[config.mk]
export PLATFORM = sky130hd
export DESIGN_NAME = power_on_reset_and_fail_detect
export DESIGN_NICKNAME = d
export VERILOG_FILES = /design/src/logic/por_pkg.sv /design/src/logic/level_sync.sv /design/src/logic/power_on_reset_and_fail_detect.sv
export VERILOG_INCLUDE_DIRS = /design/src /design/src/logic
export SDC_FILE = /design/constraint.sdc
export NUM_CORES = 1
export LEC_CHECK = 0
export BUFFER_PORTS_ARGS = -buffer_cell sky130_fd_sc_hd__buf_4
export CAP_MARGIN = 5
export CORE_MARGIN = 5
export CORE_UTILIZATION = 35
export DETAILED_ROUTE_END_ITERATION = 6
export GPL_TIMING_DRIVEN = 1
export HOLD_SLACK_MARGIN = 0.1
export PLACE_DENSITY = 0.59
export SLEW_MARGIN = 25
export SYNTH_ARGS = -nofsm -noshare
export SYNTH_HDL_FRONTEND = slang
export SYNTH_SLANG_ARGS = --single-unit
[constraint.sdc]
create_clock -name mclk -period 4.88 [get_ports mclk]
set_input_delay 0.732 -clock mclk [delete_from_list [all_inputs] [get_ports mclk]]
set_output_delay 0.732 -clock mclk [all_outputs]
set_load 0.05 [all_outputs]
[src/logic/por_defs.svh]
`ifndef POR_DEFS_SVH
`define POR_DEFS_SVH

// Core clock rate
`define POR_CLK_HZ          50000000
// Delay from chip-enable rise to threshold restore, in ms
`define POR_CE_THR_DELAY_MS 50
`define POR_CE_THR_DELAY_CYC (`POR_CE_THR_DELAY_MS * (`POR_CLK_HZ / 1000))
// Carry setting period loaded by system init, in ms
`define POR_CARRY_INIT_MS   100
// Width of the threshold restore counter
`define POR_CNT_W           22
// Reset values
`define POR_RST_SUPPLY_LOW  1'h1
`define POR_RST_DISABLE     1'h1
`define POR_RST_FLAG        1'h0
`define POR_RST_THR_HIGH    1'h1
// Reset values of the sequencer outputs
`define POR_RST_HOLD        1'h1
`define POR_RST_RUN         1'h0

`endif

[src/logic/por_pkg.sv]
package por_pkg;

    // Gray codes along clear -> armed -> run -> stop -> chip-enable wait
    typedef enum logic [2:0] {
        st_clear   = 3'h0,
        st_armed   = 3'h1,
        st_run     = 3'h3,
        st_stop    = 3'h2,
        st_ce_wait = 3'h6
    } state_type;

endpackage

[src/logic/level_sync.sv]
`timescale 1ns/10ps
module level_sync #(
    parameter int           WIDTH     = 1,
    parameter logic [WIDTH-1:0] RST_VALUE = '0
) (
    // Clock and reset
    input  wire logic             mclk,
    input  wire logic             sys_rst,
    // Levels
    input  wire logic [WIDTH-1:0] level_in,
    output logic      [WIDTH-1:0] level_out
);

    logic [WIDTH-1:0] stage_one;

    // First stage feeds only the second one
    always_ff @(posedge mclk) begin
        if (sys_rst) begin
            stage_one <= RST_VALUE;
            level_out <= RST_VALUE;
        end else begin
            stage_one <= level_in;
            level_out <= stage_one;
        end
    end

endmodule // level_sync

[src/logic/power_on_reset_and_fail_detect.sv]
// Overview of operation
// - While supply low clear is active, stop the oscillator and all execution.
// - All three internal resets held during clear, released together with oscillator.
// - After clear ends, core stays halted until next carry setting rising edge.
// - System init loads a 100 ms carry period; program starts about 50 ms later.
// - Core registers initialize as soon as supply low clear becomes active.
// - Threshold is 3.5 V in normal operation and halt, 2.2 V in stop.
// - Low supply in normal operation stops device regardless of chip enable.
// - After a low event in stop, restart only when supply exceeds 3.5 V.
// - Chip enable rising with supply or during forced halt gives one start.
// - Chip enable rising after the start restarts at next carry setting edge.
// - Leaving stop via chip enable, threshold returns to 3.5 V after 50 ms.
// - Threshold switches to 2.2 V when the stop instruction enters back-up.
// - Carry disable is set by supply low clear, cleared by a flag read.
// - While carry disable is 1, the carry watch flag cannot be set.
// - After power-on the flag starts clear and stays clear until first read.
// - After the first read, each carry setting rising edge sets the flag.
// - Software reads the flag: 0 means power failure, 1 means chip enable.
// - Reading the carry watch flag clears it to 0, unless a carry edge sets it in the same cycle.
`timescale 1ns/10ps
`include "por_defs.svh"
module power_on_reset_and_fail_detect
    import por_pkg::*;
#(
    parameter int CNT_W            = `POR_CNT_W,
    parameter int CE_THR_CYCLES    = `POR_CE_THR_DELAY_CYC,
    parameter int CARRY_INIT_MS    = `POR_CARRY_INIT_MS
) (
    // Clock and reset
    input  wire logic mclk,
    input  wire logic sys_rst,
    // Analog detector
    input  wire logic supply_low_raw,
    output logic      threshold_high,
    // Pins and core events
    input  wire logic ce_pin,
    input  wire logic carry_set,
    input  wire logic clock_stop_cmd,
    input  wire logic flag_read,
    // Core control
    output logic      supply_low_clear,
    output logic      osc_enable,
    output logic      exec_enable,
    output logic      halt_wake_by_carry,
    output logic      core_init_hold,
    output logic      system_init,
    output logic      restart_at_zero,
    // Failure detection
    output logic      carry_watch_flag,
    output logic      carry_disable
);

    state_type          state;
    state_type          next_state;
    logic               low;
    logic               ce_prev;
    logic               carry_prev;
    logic               ce_rise;
    logic               carry_rise;
    logic [CNT_W-1:0]   thr_count;

    // Comparator output is asynchronous to the core clock
    level_sync #(
        .WIDTH     (1),
        .RST_VALUE (`POR_RST_SUPPLY_LOW)
    ) u_low_sync (
        .mclk      (mclk),
        .sys_rst   (sys_rst),
        .level_in  (supply_low_raw),
        .level_out (low)
    );

    // Edge detection on pins
    always_ff @(posedge mclk) begin
        if (sys_rst) begin
            ce_prev    <= 1'h0;
            carry_prev <= 1'h0;
        end else begin
            ce_prev    <= ce_pin;
            carry_prev <= carry_set;
        end
    end

    assign ce_rise    = ce_pin & ~ce_prev;
    assign carry_rise = carry_set & ~carry_prev;

    // Sequencer
    always_comb begin
        next_state = state;
        case (state)
            st_clear: begin
                if (!low) begin
                    next_state = st_armed;
                end
            end
            st_armed: begin
                // Chip enable edges here fold into the power-on start
                if (carry_rise) begin
                    next_state = st_run;
                end
            end
            st_run: begin
                if (clock_stop_cmd) begin
                    next_state = st_stop;
                end else if (ce_rise) begin
                    next_state = st_ce_wait;
                end
            end
            st_stop: begin
                if (ce_rise) begin
                    next_state = st_ce_wait;
                end
            end
            st_ce_wait: begin
                if (carry_rise) begin
                    next_state = st_run;
                end
            end
            default: begin
                next_state = st_clear;
            end
        endcase
        // Low supply wins over every mode and over the pin
        if (low) begin
            next_state = st_clear;
        end
    end

    always_ff @(posedge mclk) begin
        if (sys_rst) begin
            state <= st_clear;
        end else begin
            state <= next_state;
        end
    end

    // Control outputs follow the next state so they change with it
    always_ff @(posedge mclk) begin
        if (sys_rst) begin
            supply_low_clear   <= `POR_RST_HOLD;
            osc_enable         <= `POR_RST_RUN;
            exec_enable        <= `POR_RST_RUN;
            halt_wake_by_carry <= `POR_RST_HOLD;
            core_init_hold     <= `POR_RST_HOLD;
            system_init        <= `POR_RST_HOLD;
        end else begin
            supply_low_clear   <= (next_state == st_clear);
            osc_enable         <= (next_state != st_clear) && (next_state != st_stop);
            exec_enable        <= (next_state == st_run) || (next_state == st_ce_wait);
            halt_wake_by_carry <= (next_state == st_clear);
            core_init_hold     <= (next_state == st_clear);
            system_init        <= (next_state == st_clear);
        end
    end

    // One-cycle start at address zero
    always_ff @(posedge mclk) begin
        if (sys_rst) begin
            restart_at_zero <= `POR_RST_RUN;
        end else begin
            restart_at_zero <= ((state == st_armed) || (state == st_ce_wait))
                               && carry_rise && !low;
        end
    end

    // Threshold restore delay after chip enable leaves stop
    always_ff @(posedge mclk) begin
        if (sys_rst || low) begin
            thr_count <= '0;
        end else if ((state == st_stop) && ce_rise) begin
            thr_count <= CNT_W'(CE_THR_CYCLES);
        end else if ((next_state == st_stop) && (state != st_stop)) begin
            // A pending restore must not lift the threshold in stop
            thr_count <= '0;
        end else if (thr_count != '0) begin
            thr_count <= thr_count - CNT_W'(1);
        end
    end

    // Threshold select
    always_ff @(posedge mclk) begin
        if (sys_rst) begin
            threshold_high <= `POR_RST_THR_HIGH;
        end else if (low) begin
            // Recovery from any low event needs the high threshold
            threshold_high <= 1'h1;
        end else if ((next_state == st_stop) && (state != st_stop)) begin
            threshold_high <= 1'h0;
        end else if (thr_count == CNT_W'(1)) begin
            threshold_high <= 1'h1;
        end
    end

    // Carry disable
    always_ff @(posedge mclk) begin
        if (sys_rst) begin
            carry_disable <= `POR_RST_DISABLE;
        end else if (low) begin
            carry_disable <= 1'h1;
        end else if (flag_read) begin
            carry_disable <= 1'h0;
        end
    end

    // Carry watch flag; a carry edge wins over a read in the same cycle
    always_ff @(posedge mclk) begin
        if (sys_rst) begin
            carry_watch_flag <= `POR_RST_FLAG;
        end else if (low) begin
            carry_watch_flag <= 1'h0;
        end else if (carry_rise && !carry_disable) begin
            carry_watch_flag <= 1'h1;
        end else if (flag_read) begin
            carry_watch_flag <= 1'h0;
        end
    end

    property p_clear_stops_core;
        @(posedge mclk) disable iff (sys_rst)
        low |=> (!osc_enable && !exec_enable);
    endproperty
    a_clear_stops_core: assert property (p_clear_stops_core)
        else $error("oscillator or execution active during supply clear");

    property p_resets_together;
        @(posedge mclk) disable iff (sys_rst)
        (halt_wake_by_carry == core_init_hold) && (core_init_hold == system_init)
        && (core_init_hold == (state == st_clear));
    endproperty
    a_resets_together: assert property (p_resets_together)
        else $error("internal resets out of step");

    property p_armed_waits;
        @(posedge mclk) disable iff (sys_rst)
        (state == st_armed) && !carry_rise && !low |=> (state == st_armed) && !exec_enable;
    endproperty
    a_armed_waits: assert property (p_armed_waits)
        else $error("core left halt without carry edge");

    property p_armed_start;
        @(posedge mclk) disable iff (sys_rst)
        (state == st_armed) && carry_rise && !low |=> restart_at_zero ##1 !restart_at_zero;
    endproperty
    a_armed_start: assert property (p_armed_start)
        else $error("missing single start pulse");

    property p_stop_low_threshold;
        @(posedge mclk) disable iff (sys_rst)
        $rose(state == st_stop) |-> !threshold_high && !osc_enable;
    endproperty
    a_stop_low_threshold: assert property (p_stop_low_threshold)
        else $error("threshold not lowered in stop");

    property p_restore_threshold;
        @(posedge mclk) disable iff (sys_rst)
        (thr_count == CNT_W'(1)) && !low |=> threshold_high;
    endproperty
    a_restore_threshold: assert property (p_restore_threshold)
        else $error("threshold not restored after delay");

    property p_clear_sets_disable;
        @(posedge mclk) disable iff (sys_rst)
        low |=> carry_disable && !carry_watch_flag;
    endproperty
    a_clear_sets_disable: assert property (p_clear_sets_disable)
        else $error("disable not set by supply clear");

    property p_disable_blocks;
        @(posedge mclk) disable iff (sys_rst)
        carry_disable |=> !$rose(carry_watch_flag);
    endproperty
    a_disable_blocks: assert property (p_disable_blocks)
        else $error("flag set while disabled");

    property p_read_clears;
        @(posedge mclk) disable iff (sys_rst)
        flag_read && !carry_rise && !low |=> !carry_watch_flag ##0 !carry_disable;
    endproperty
    a_read_clears: assert property (p_read_clears)
        else $error("flag read did not clear");

    property p_ce_in_forced_halt;
        @(posedge mclk) disable iff (sys_rst)
        (state == st_armed) && ce_rise && !carry_rise && !low |=> (state == st_armed);
    endproperty
    a_ce_in_forced_halt: assert property (p_ce_in_forced_halt)
        else $error("chip enable disturbed forced halt");

    property p_ce_restart;
        @(posedge mclk) disable iff (sys_rst)
        (state == st_run) && ce_rise && !low && !clock_stop_cmd |=> (state == st_ce_wait);
    endproperty
    a_ce_restart: assert property (p_ce_restart)
        else $error("chip enable restart not armed");

    property p_stop_holds_low_threshold;
        @(posedge mclk) disable iff (sys_rst)
        (state == st_stop) |-> !threshold_high;
    endproperty
    a_stop_holds_low_threshold: assert property (p_stop_holds_low_threshold)
        else $error("high threshold selected in stop");

    property p_armed_high_threshold;
        @(posedge mclk) disable iff (sys_rst)
        (state == st_armed) |-> threshold_high;
    endproperty
    a_armed_high_threshold: assert property (p_armed_high_threshold)
        else $error("low threshold selected after clear");

    property p_clear_ignores_pin;
        @(posedge mclk) disable iff (sys_rst)
        (state == st_clear) && low |=> (state == st_clear) && supply_low_clear;
    endproperty
    a_clear_ignores_pin: assert property (p_clear_ignores_pin)
        else $error("left clear while supply low");

    property p_release_together;
        @(posedge mclk) disable iff (sys_rst)
        $fell(supply_low_clear) |-> osc_enable && !halt_wake_by_carry && !core_init_hold
        && !system_init;
    endproperty
    a_release_together: assert property (p_release_together)
        else $error("resets or oscillator not released with clear");

    property p_clear_inits_core;
        @(posedge mclk) disable iff (sys_rst)
        low |=> core_init_hold && halt_wake_by_carry;
    endproperty
    a_clear_inits_core: assert property (p_clear_inits_core)
        else $error("core not held at supply clear");

    property p_stop_entry;
        @(posedge mclk) disable iff (sys_rst)
        (state == st_run) && clock_stop_cmd && !low |=> (state == st_stop) && !threshold_high
        && !exec_enable;
    endproperty
    a_stop_entry: assert property (p_stop_entry)
        else $error("stop command not taken");

    property p_stop_ce_loads;
        @(posedge mclk) disable iff (sys_rst)
        (state == st_stop) && ce_rise && !low |=> (state == st_ce_wait)
        && (thr_count == CNT_W'(CE_THR_CYCLES));
    endproperty
    a_stop_ce_loads: assert property (p_stop_ce_loads)
        else $error("restore delay not started from stop");

    property p_carry_sets_flag;
        @(posedge mclk) disable iff (sys_rst)
        carry_rise && !carry_disable && !low |=> carry_watch_flag;
    endproperty
    a_carry_sets_flag: assert property (p_carry_sets_flag)
        else $error("carry edge did not set flag");

endmodule // power_on_reset_and_fail_detect

Yosys cells after proc, flatten, opt, wreduce, memory -nomap -nowiden

Cells that the tools add are included.
W data, S select, Z words.

Flip-flop bits (word level): 36
Bits of input ports: 7
Output and inout bits: 10
Word-level logic and storage cells: 62

$add $sub $neg: 1
Eq/ne operators: 10
Multiplexer cells: 12
Bitwise operators: 4
Reduce and logical (&&, ||, !) cells: 21

Operators by type and width:

| kind                    | count |
|---|---|
| $mux W22                | 3 |
| $eq A22 B1 Y1 const B   | 1 |
| $reduce_bool A22 Y1     | 1 |
| $sub A22 B1 Y22 const B | 1 |
| $eq A3 B2 Y1 const B    | 4 |
| $mux W3                 | 4 |
| $pmux W3 S4             | 1 |
| $eq A3 B3 Y1 const B    | 2 |
| $logic_and A1 B1 Y1     | 6 |
| $logic_not A3 Y1        | 2 |
| $ne A3 B2 Y1 const B    | 2 |
| $reduce_bool A3 Y1      | 2 |
| $mux W1                 | 4 |
| $reduce_bool A2 Y1      | 2 |
| $reduce_or A2 Y1        | 2 |
| $eq A3 B1 Y1 const B    | 1 |
| $logic_or A1 B1 Y1      | 3 |
| $reduce_or A3 Y1        | 1 |
| $and A1 B1 Y1           | 2 |
| $logic_not A1 Y1        | 2 |
| $not A1 Y1              | 2 |

Depth between registers and ports, before layout

Depth in word-level cells: 10
Mapped depth: 8
Mapped depth without buffers: 7

By module

From an unflattened synthesis, not the netlist that was laid out.

Cell total of the unflattened synthesis: 196
Area total of the unflattened synthesis: 1667.8 um^2

By module, submodules not included:

| module                         | instances | cells an instance | area each (um^2) | sequential area each (um^2) |
|---|---|---|---|---|
| power_on_reset_and_fail_detect | 1         | 192               | 1615.3           | 680.7 |
| level_sync                     | 1         | 4                 | 52.6             | 40.0 |

Worst setup path after synthesis

OpenSTA, ideal clock, no wires.

Path kind: register to register
Start: register thr_count[13]
End: register thr_count[20]
Setup time: 68 ps
Arrival: 1947 ps
Data required time: 4812 ps
Path slack: 2866 ps
Cell stages (with the launch flop): 7
Buffers on the path: 1
Clock period less this slack: 2014 ps
Cell sequence: dfxtp_1 > or4_4 > buf_6 > nor4b_4 > nand2_2 > or3_1 > a21oi_2

Cells in the longest elaborated chain, start to end: 1
Elaborated cells between the ends (all ways): 2
Those cells by class: add/sub (1); reduce/logical (1)

RTL lines:

| item                                                          | line                                                                         | RTL |
|---|---|---|
| start: declaration                                            | power_on_reset_and_fail_detect.sv:60                                         | `logic [CNT_W-1:0] thr_count;` |
| start signal: assignment                                      | power_on_reset_and_fail_detect.sv:171                                        | `thr_count <= CNT_W'(CE_THR_CYCLES);` |
| start signal: assignment                                      | power_on_reset_and_fail_detect.sv:176                                        | `thr_count <= thr_count - CNT_W'(1);` |
| $sub A22 B1 Y22 / $reduce_bool A22 Y1 (equally long branches) | power_on_reset_and_fail_detect.sv:176, power_on_reset_and_fail_detect.sv:175 |  |

Parallel ways exist; a longest one is shown, timed or not.
A chain may end at the register's enable or synchronous reset.

Final worst setup path

Start: register thr_count[0]
End: register thr_count[8]

Cells in the longest elaborated chain, start to end: 4
Elaborated cells between the ends (all ways): 6
Those cells by class: add/sub (1); mux (3); reduce/logical (2)

RTL lines:

| item            | line                                  | RTL |
|---|---|---|
| $sub A22 B1 Y22 | power_on_reset_and_fail_detect.sv:176 |  |
| $mux W22        | power_on_reset_and_fail_detect.sv:175 | `end else if (thr_count != '0) begin` |
| $mux W22        | power_on_reset_and_fail_detect.sv:172 | `end else if ((next_state == st_stop) && (state != st_stop)) begin` |
| $mux W22        | power_on_reset_and_fail_detect.sv:170 | `end else if ((state == st_stop) && ce_rise) begin` |

Parallel ways exist; a longest one is shown, timed or not. The select of a mux whose other input is x is not followed.

==> flow_summary.json <==
{
  "outcome": "complete, no violations",
  "start_util_pct": 35.92,
  "worst_slew_pin_slew_ns": 0.6578,
  "synth-simple-area-share_pct": 30.46,
  "fin_crit_sh_pct": 50.53,
  "cts_root_buffer": "clkbuf_8",
  "critPathSlowestCell": "nor2b_1",
  "cp-start-kind": "flip-flop",
  "fp-row-count": 25,
  "synthMuxAreaShare_pct": 0.5900,
  "grt_setup_unrepaired": "false",
  "clk_latency_ns": 0.28,
  "numCtsBuffers": 5,
  "portBuffers": 16,
  "cts_setup_buffers": 0,
  "final_cell_mix": "dfxtp_1, nor2_1, nand2_1, buf_4, a21oi_1",
  "viasPerCell": 4.961,
  "setup_viol": 0,
  "cts_tree": "built",
  "ys.flop_type": "dfxtp_1",
  "worstSetupPathType": "flip-flop to flip-flop",
  "post_drt_wl_per_cell_um": 12.02,
  "final_area_um2": 1999,
  "max_cap_violations": 0,
  "cp.arrival_ns": 2.62,
  "critPathMaxFanout": 9,
  "synth_area_um2": 1697,
  "ys_ff_latch": 36,
  "globalRoute.totalOverflow": 0,
  "drc": 0,
  "yosysUniqueCellTypes": 37,
  "die_y_um": 79.63,
  "tns_ns": 0,
  "fin_skew_ns": 0.006454,
  "place_inst": 271,
  "clk_path_buf_depth": 2,
  "synth_compound_area_share_pct": 12.32,
  "top_register": "thr_count",
  "hold_slack_ns": 0.4147,
  "hold_viol": 0,
  "ant_nets": 0,
  "yosysSeqAreaShare_pct": 42.48,
  "cts_sinks": 36,
  "cts-resized-gates": 0,
  "fmax_mhz": 405.5,
  "h-tree-depth": 2,
  "largest_reg_flops": 22,
  "synth_fp_nets": 209,
  "yosysWarnings": 0,
  "grt.total_usage_pct": 11.58,
  "grt_pass1_wl_um": 5754,
  "synth_edf_count": 0,
  "routed_wl_um": 3353,
  "synth_xor_area_share_pct": 7.743,
  "hold_class": "flip-flop to flip-flop",
  "gp_congestion": 0.7654,
  "grt_max_degree": 15,
  "vias": 1384,
  "grt_antenna_before_repair": 0,
  "relSlewSlack_pct": 56.06,
  "fin_nets": 221,
  "top_regs": "thr_count (22), state (3)",
  "end_kind": "flip-flop",
  "core-area_um2": 4723,
  "drv_slew": 0,
  "drive_gt1_share_pct": 15.57,
  "area.growth.synth_to_final_pct": 17.85,
  "grt_pass1_vias": 1296,
  "diodes": 0,
  "synthArstFlopShare_pct": 0,
  "crit_chain": "inv_1, ha_1, nor4b_1, nor2b_1, nand2_1, nand3_1, o21ai_0",
  "syn_area_per_cell_um2": 8.526,
  "fill_cells": 485,
  "synth_cells": 199,
  "fin_cells": 279,
  "place_area_um2": 1841,
  "final_common_cell": "dfxtp_1",
  "die_x_um": 79.63,
  "top_level_ports": 17,
  "hpwl_um": 2452,
  "initialDrtViolationCount": 53,
  "fin_crit_ns": 2.466,
  "synth_top_family_by_area": "simple AND/OR/NAND/NOR gates",
  "cts.reportedPaths.clkPinSlew_ns": 0.07,
  "synthAdderAreaFrac_pct": 2.212,
  "cts_hold_buf": 0,
  "die_area_um2": 6340,
  "dr.pass1.iters": 4,
  "crit_required_ns": 5.03,
  "cp_slowest_stage_delay_ns": 0.62
}
[synthesized netlist by cell type (4+ instances only)]
| cell | instances | area share, % |
|---|---|---|
| or3_1 | 4 | 1.5 |
| nor2_1 | 28 | 6.2 |
| nor2b_1 | 6 | 2.2 |
| nor4_1 | 7 | 2.6 |
| nand2_1 | 16 | 3.5 |
| dfxtp_1 | 36 | 42 |
| or2_2 | 4 | 1.5 |
| xnor2_1 | 12 | 6.2 |
| nand3_1 | 4 | 1.2 |
| clkbuf_1 | 7 | 1.5 |
| a21oi_1 | 15 | 4.4 |
| o21ai_0 | 13 | 3.8 |
[per-layer routing]
metal | global-route usage, % | vias up | routed length [µm]
met5 | 0 | - | 0
met4 | 5.326 | 0 | 52
met3 | 3.386 | 4 | 114
met2 | 17.45 | 22 | 1574
met1 | 15.13 | 642 | 1612
li1 | - | 716 | -
[final cells by class]
class,instances,area (µm²),share of cell area (%)
multi-input combinational,149,904.6,45.24
timing repair buffer,16,120.1,6.007
tap,67,83.83,4.193
inverter,3,11.26,0.5632
clock buffer,5,68.82,3.442
clock inverter,3,90.09,4.506
sequential,36,720.7,36.05
[path summary, 6_finish.rpt]
kind                                         from                               to  slack [ns]  cells past startpoint
setup / recovery        thr_count[0]$_SDFFE_PP0N_        thr_count[8]$_SDFFE_PP0P_        2.41                      7
hold / removal    u_low_sync.stage_one$_SDFF_PP1_  u_low_sync.level_out$_SDFF_PP1_        0.41                      1
setup reg to reg        thr_count[0]$_SDFFE_PP0N_        thr_count[8]$_SDFFE_PP0P_        2.41                      7
hold reg to reg   u_low_sync.stage_one$_SDFF_PP1_  u_low_sync.level_out$_SDFF_PP1_        0.41                      1
[critical path, delay by kind of cell (launching register included)]
family	cells	cell delay [ns]
compound gates	1	0.13
flops	1	0.35
simple gates	4	1.59
buf+inv	1	0.12
fa+ha+maj	1	0.16
[kinds of logic (layout without fill, tap and decap cells)]
group,after synthesis,in the layout
and+or+nand+nor,94,94
AOI/OAI and AO/OA,36,36
DFF,36,36
xor gates and xnor gates,15,15
buffers and inverters,14,27
adders and majority gates,3,3
muxes,1,1
[stage by stage]
step	utilization (%)	setup WS, ns
floorplan	-	2.866
global placement	38.97	2.476
detailed placement	38.97	2.467
CTS	42.33	2.421
global route	42.33	2.112
finish	42.33	2.414
Power is left out: the tool's default activity adds up to more than one toggle a clock period on the data nets, which glitch-free logic cannot reach.
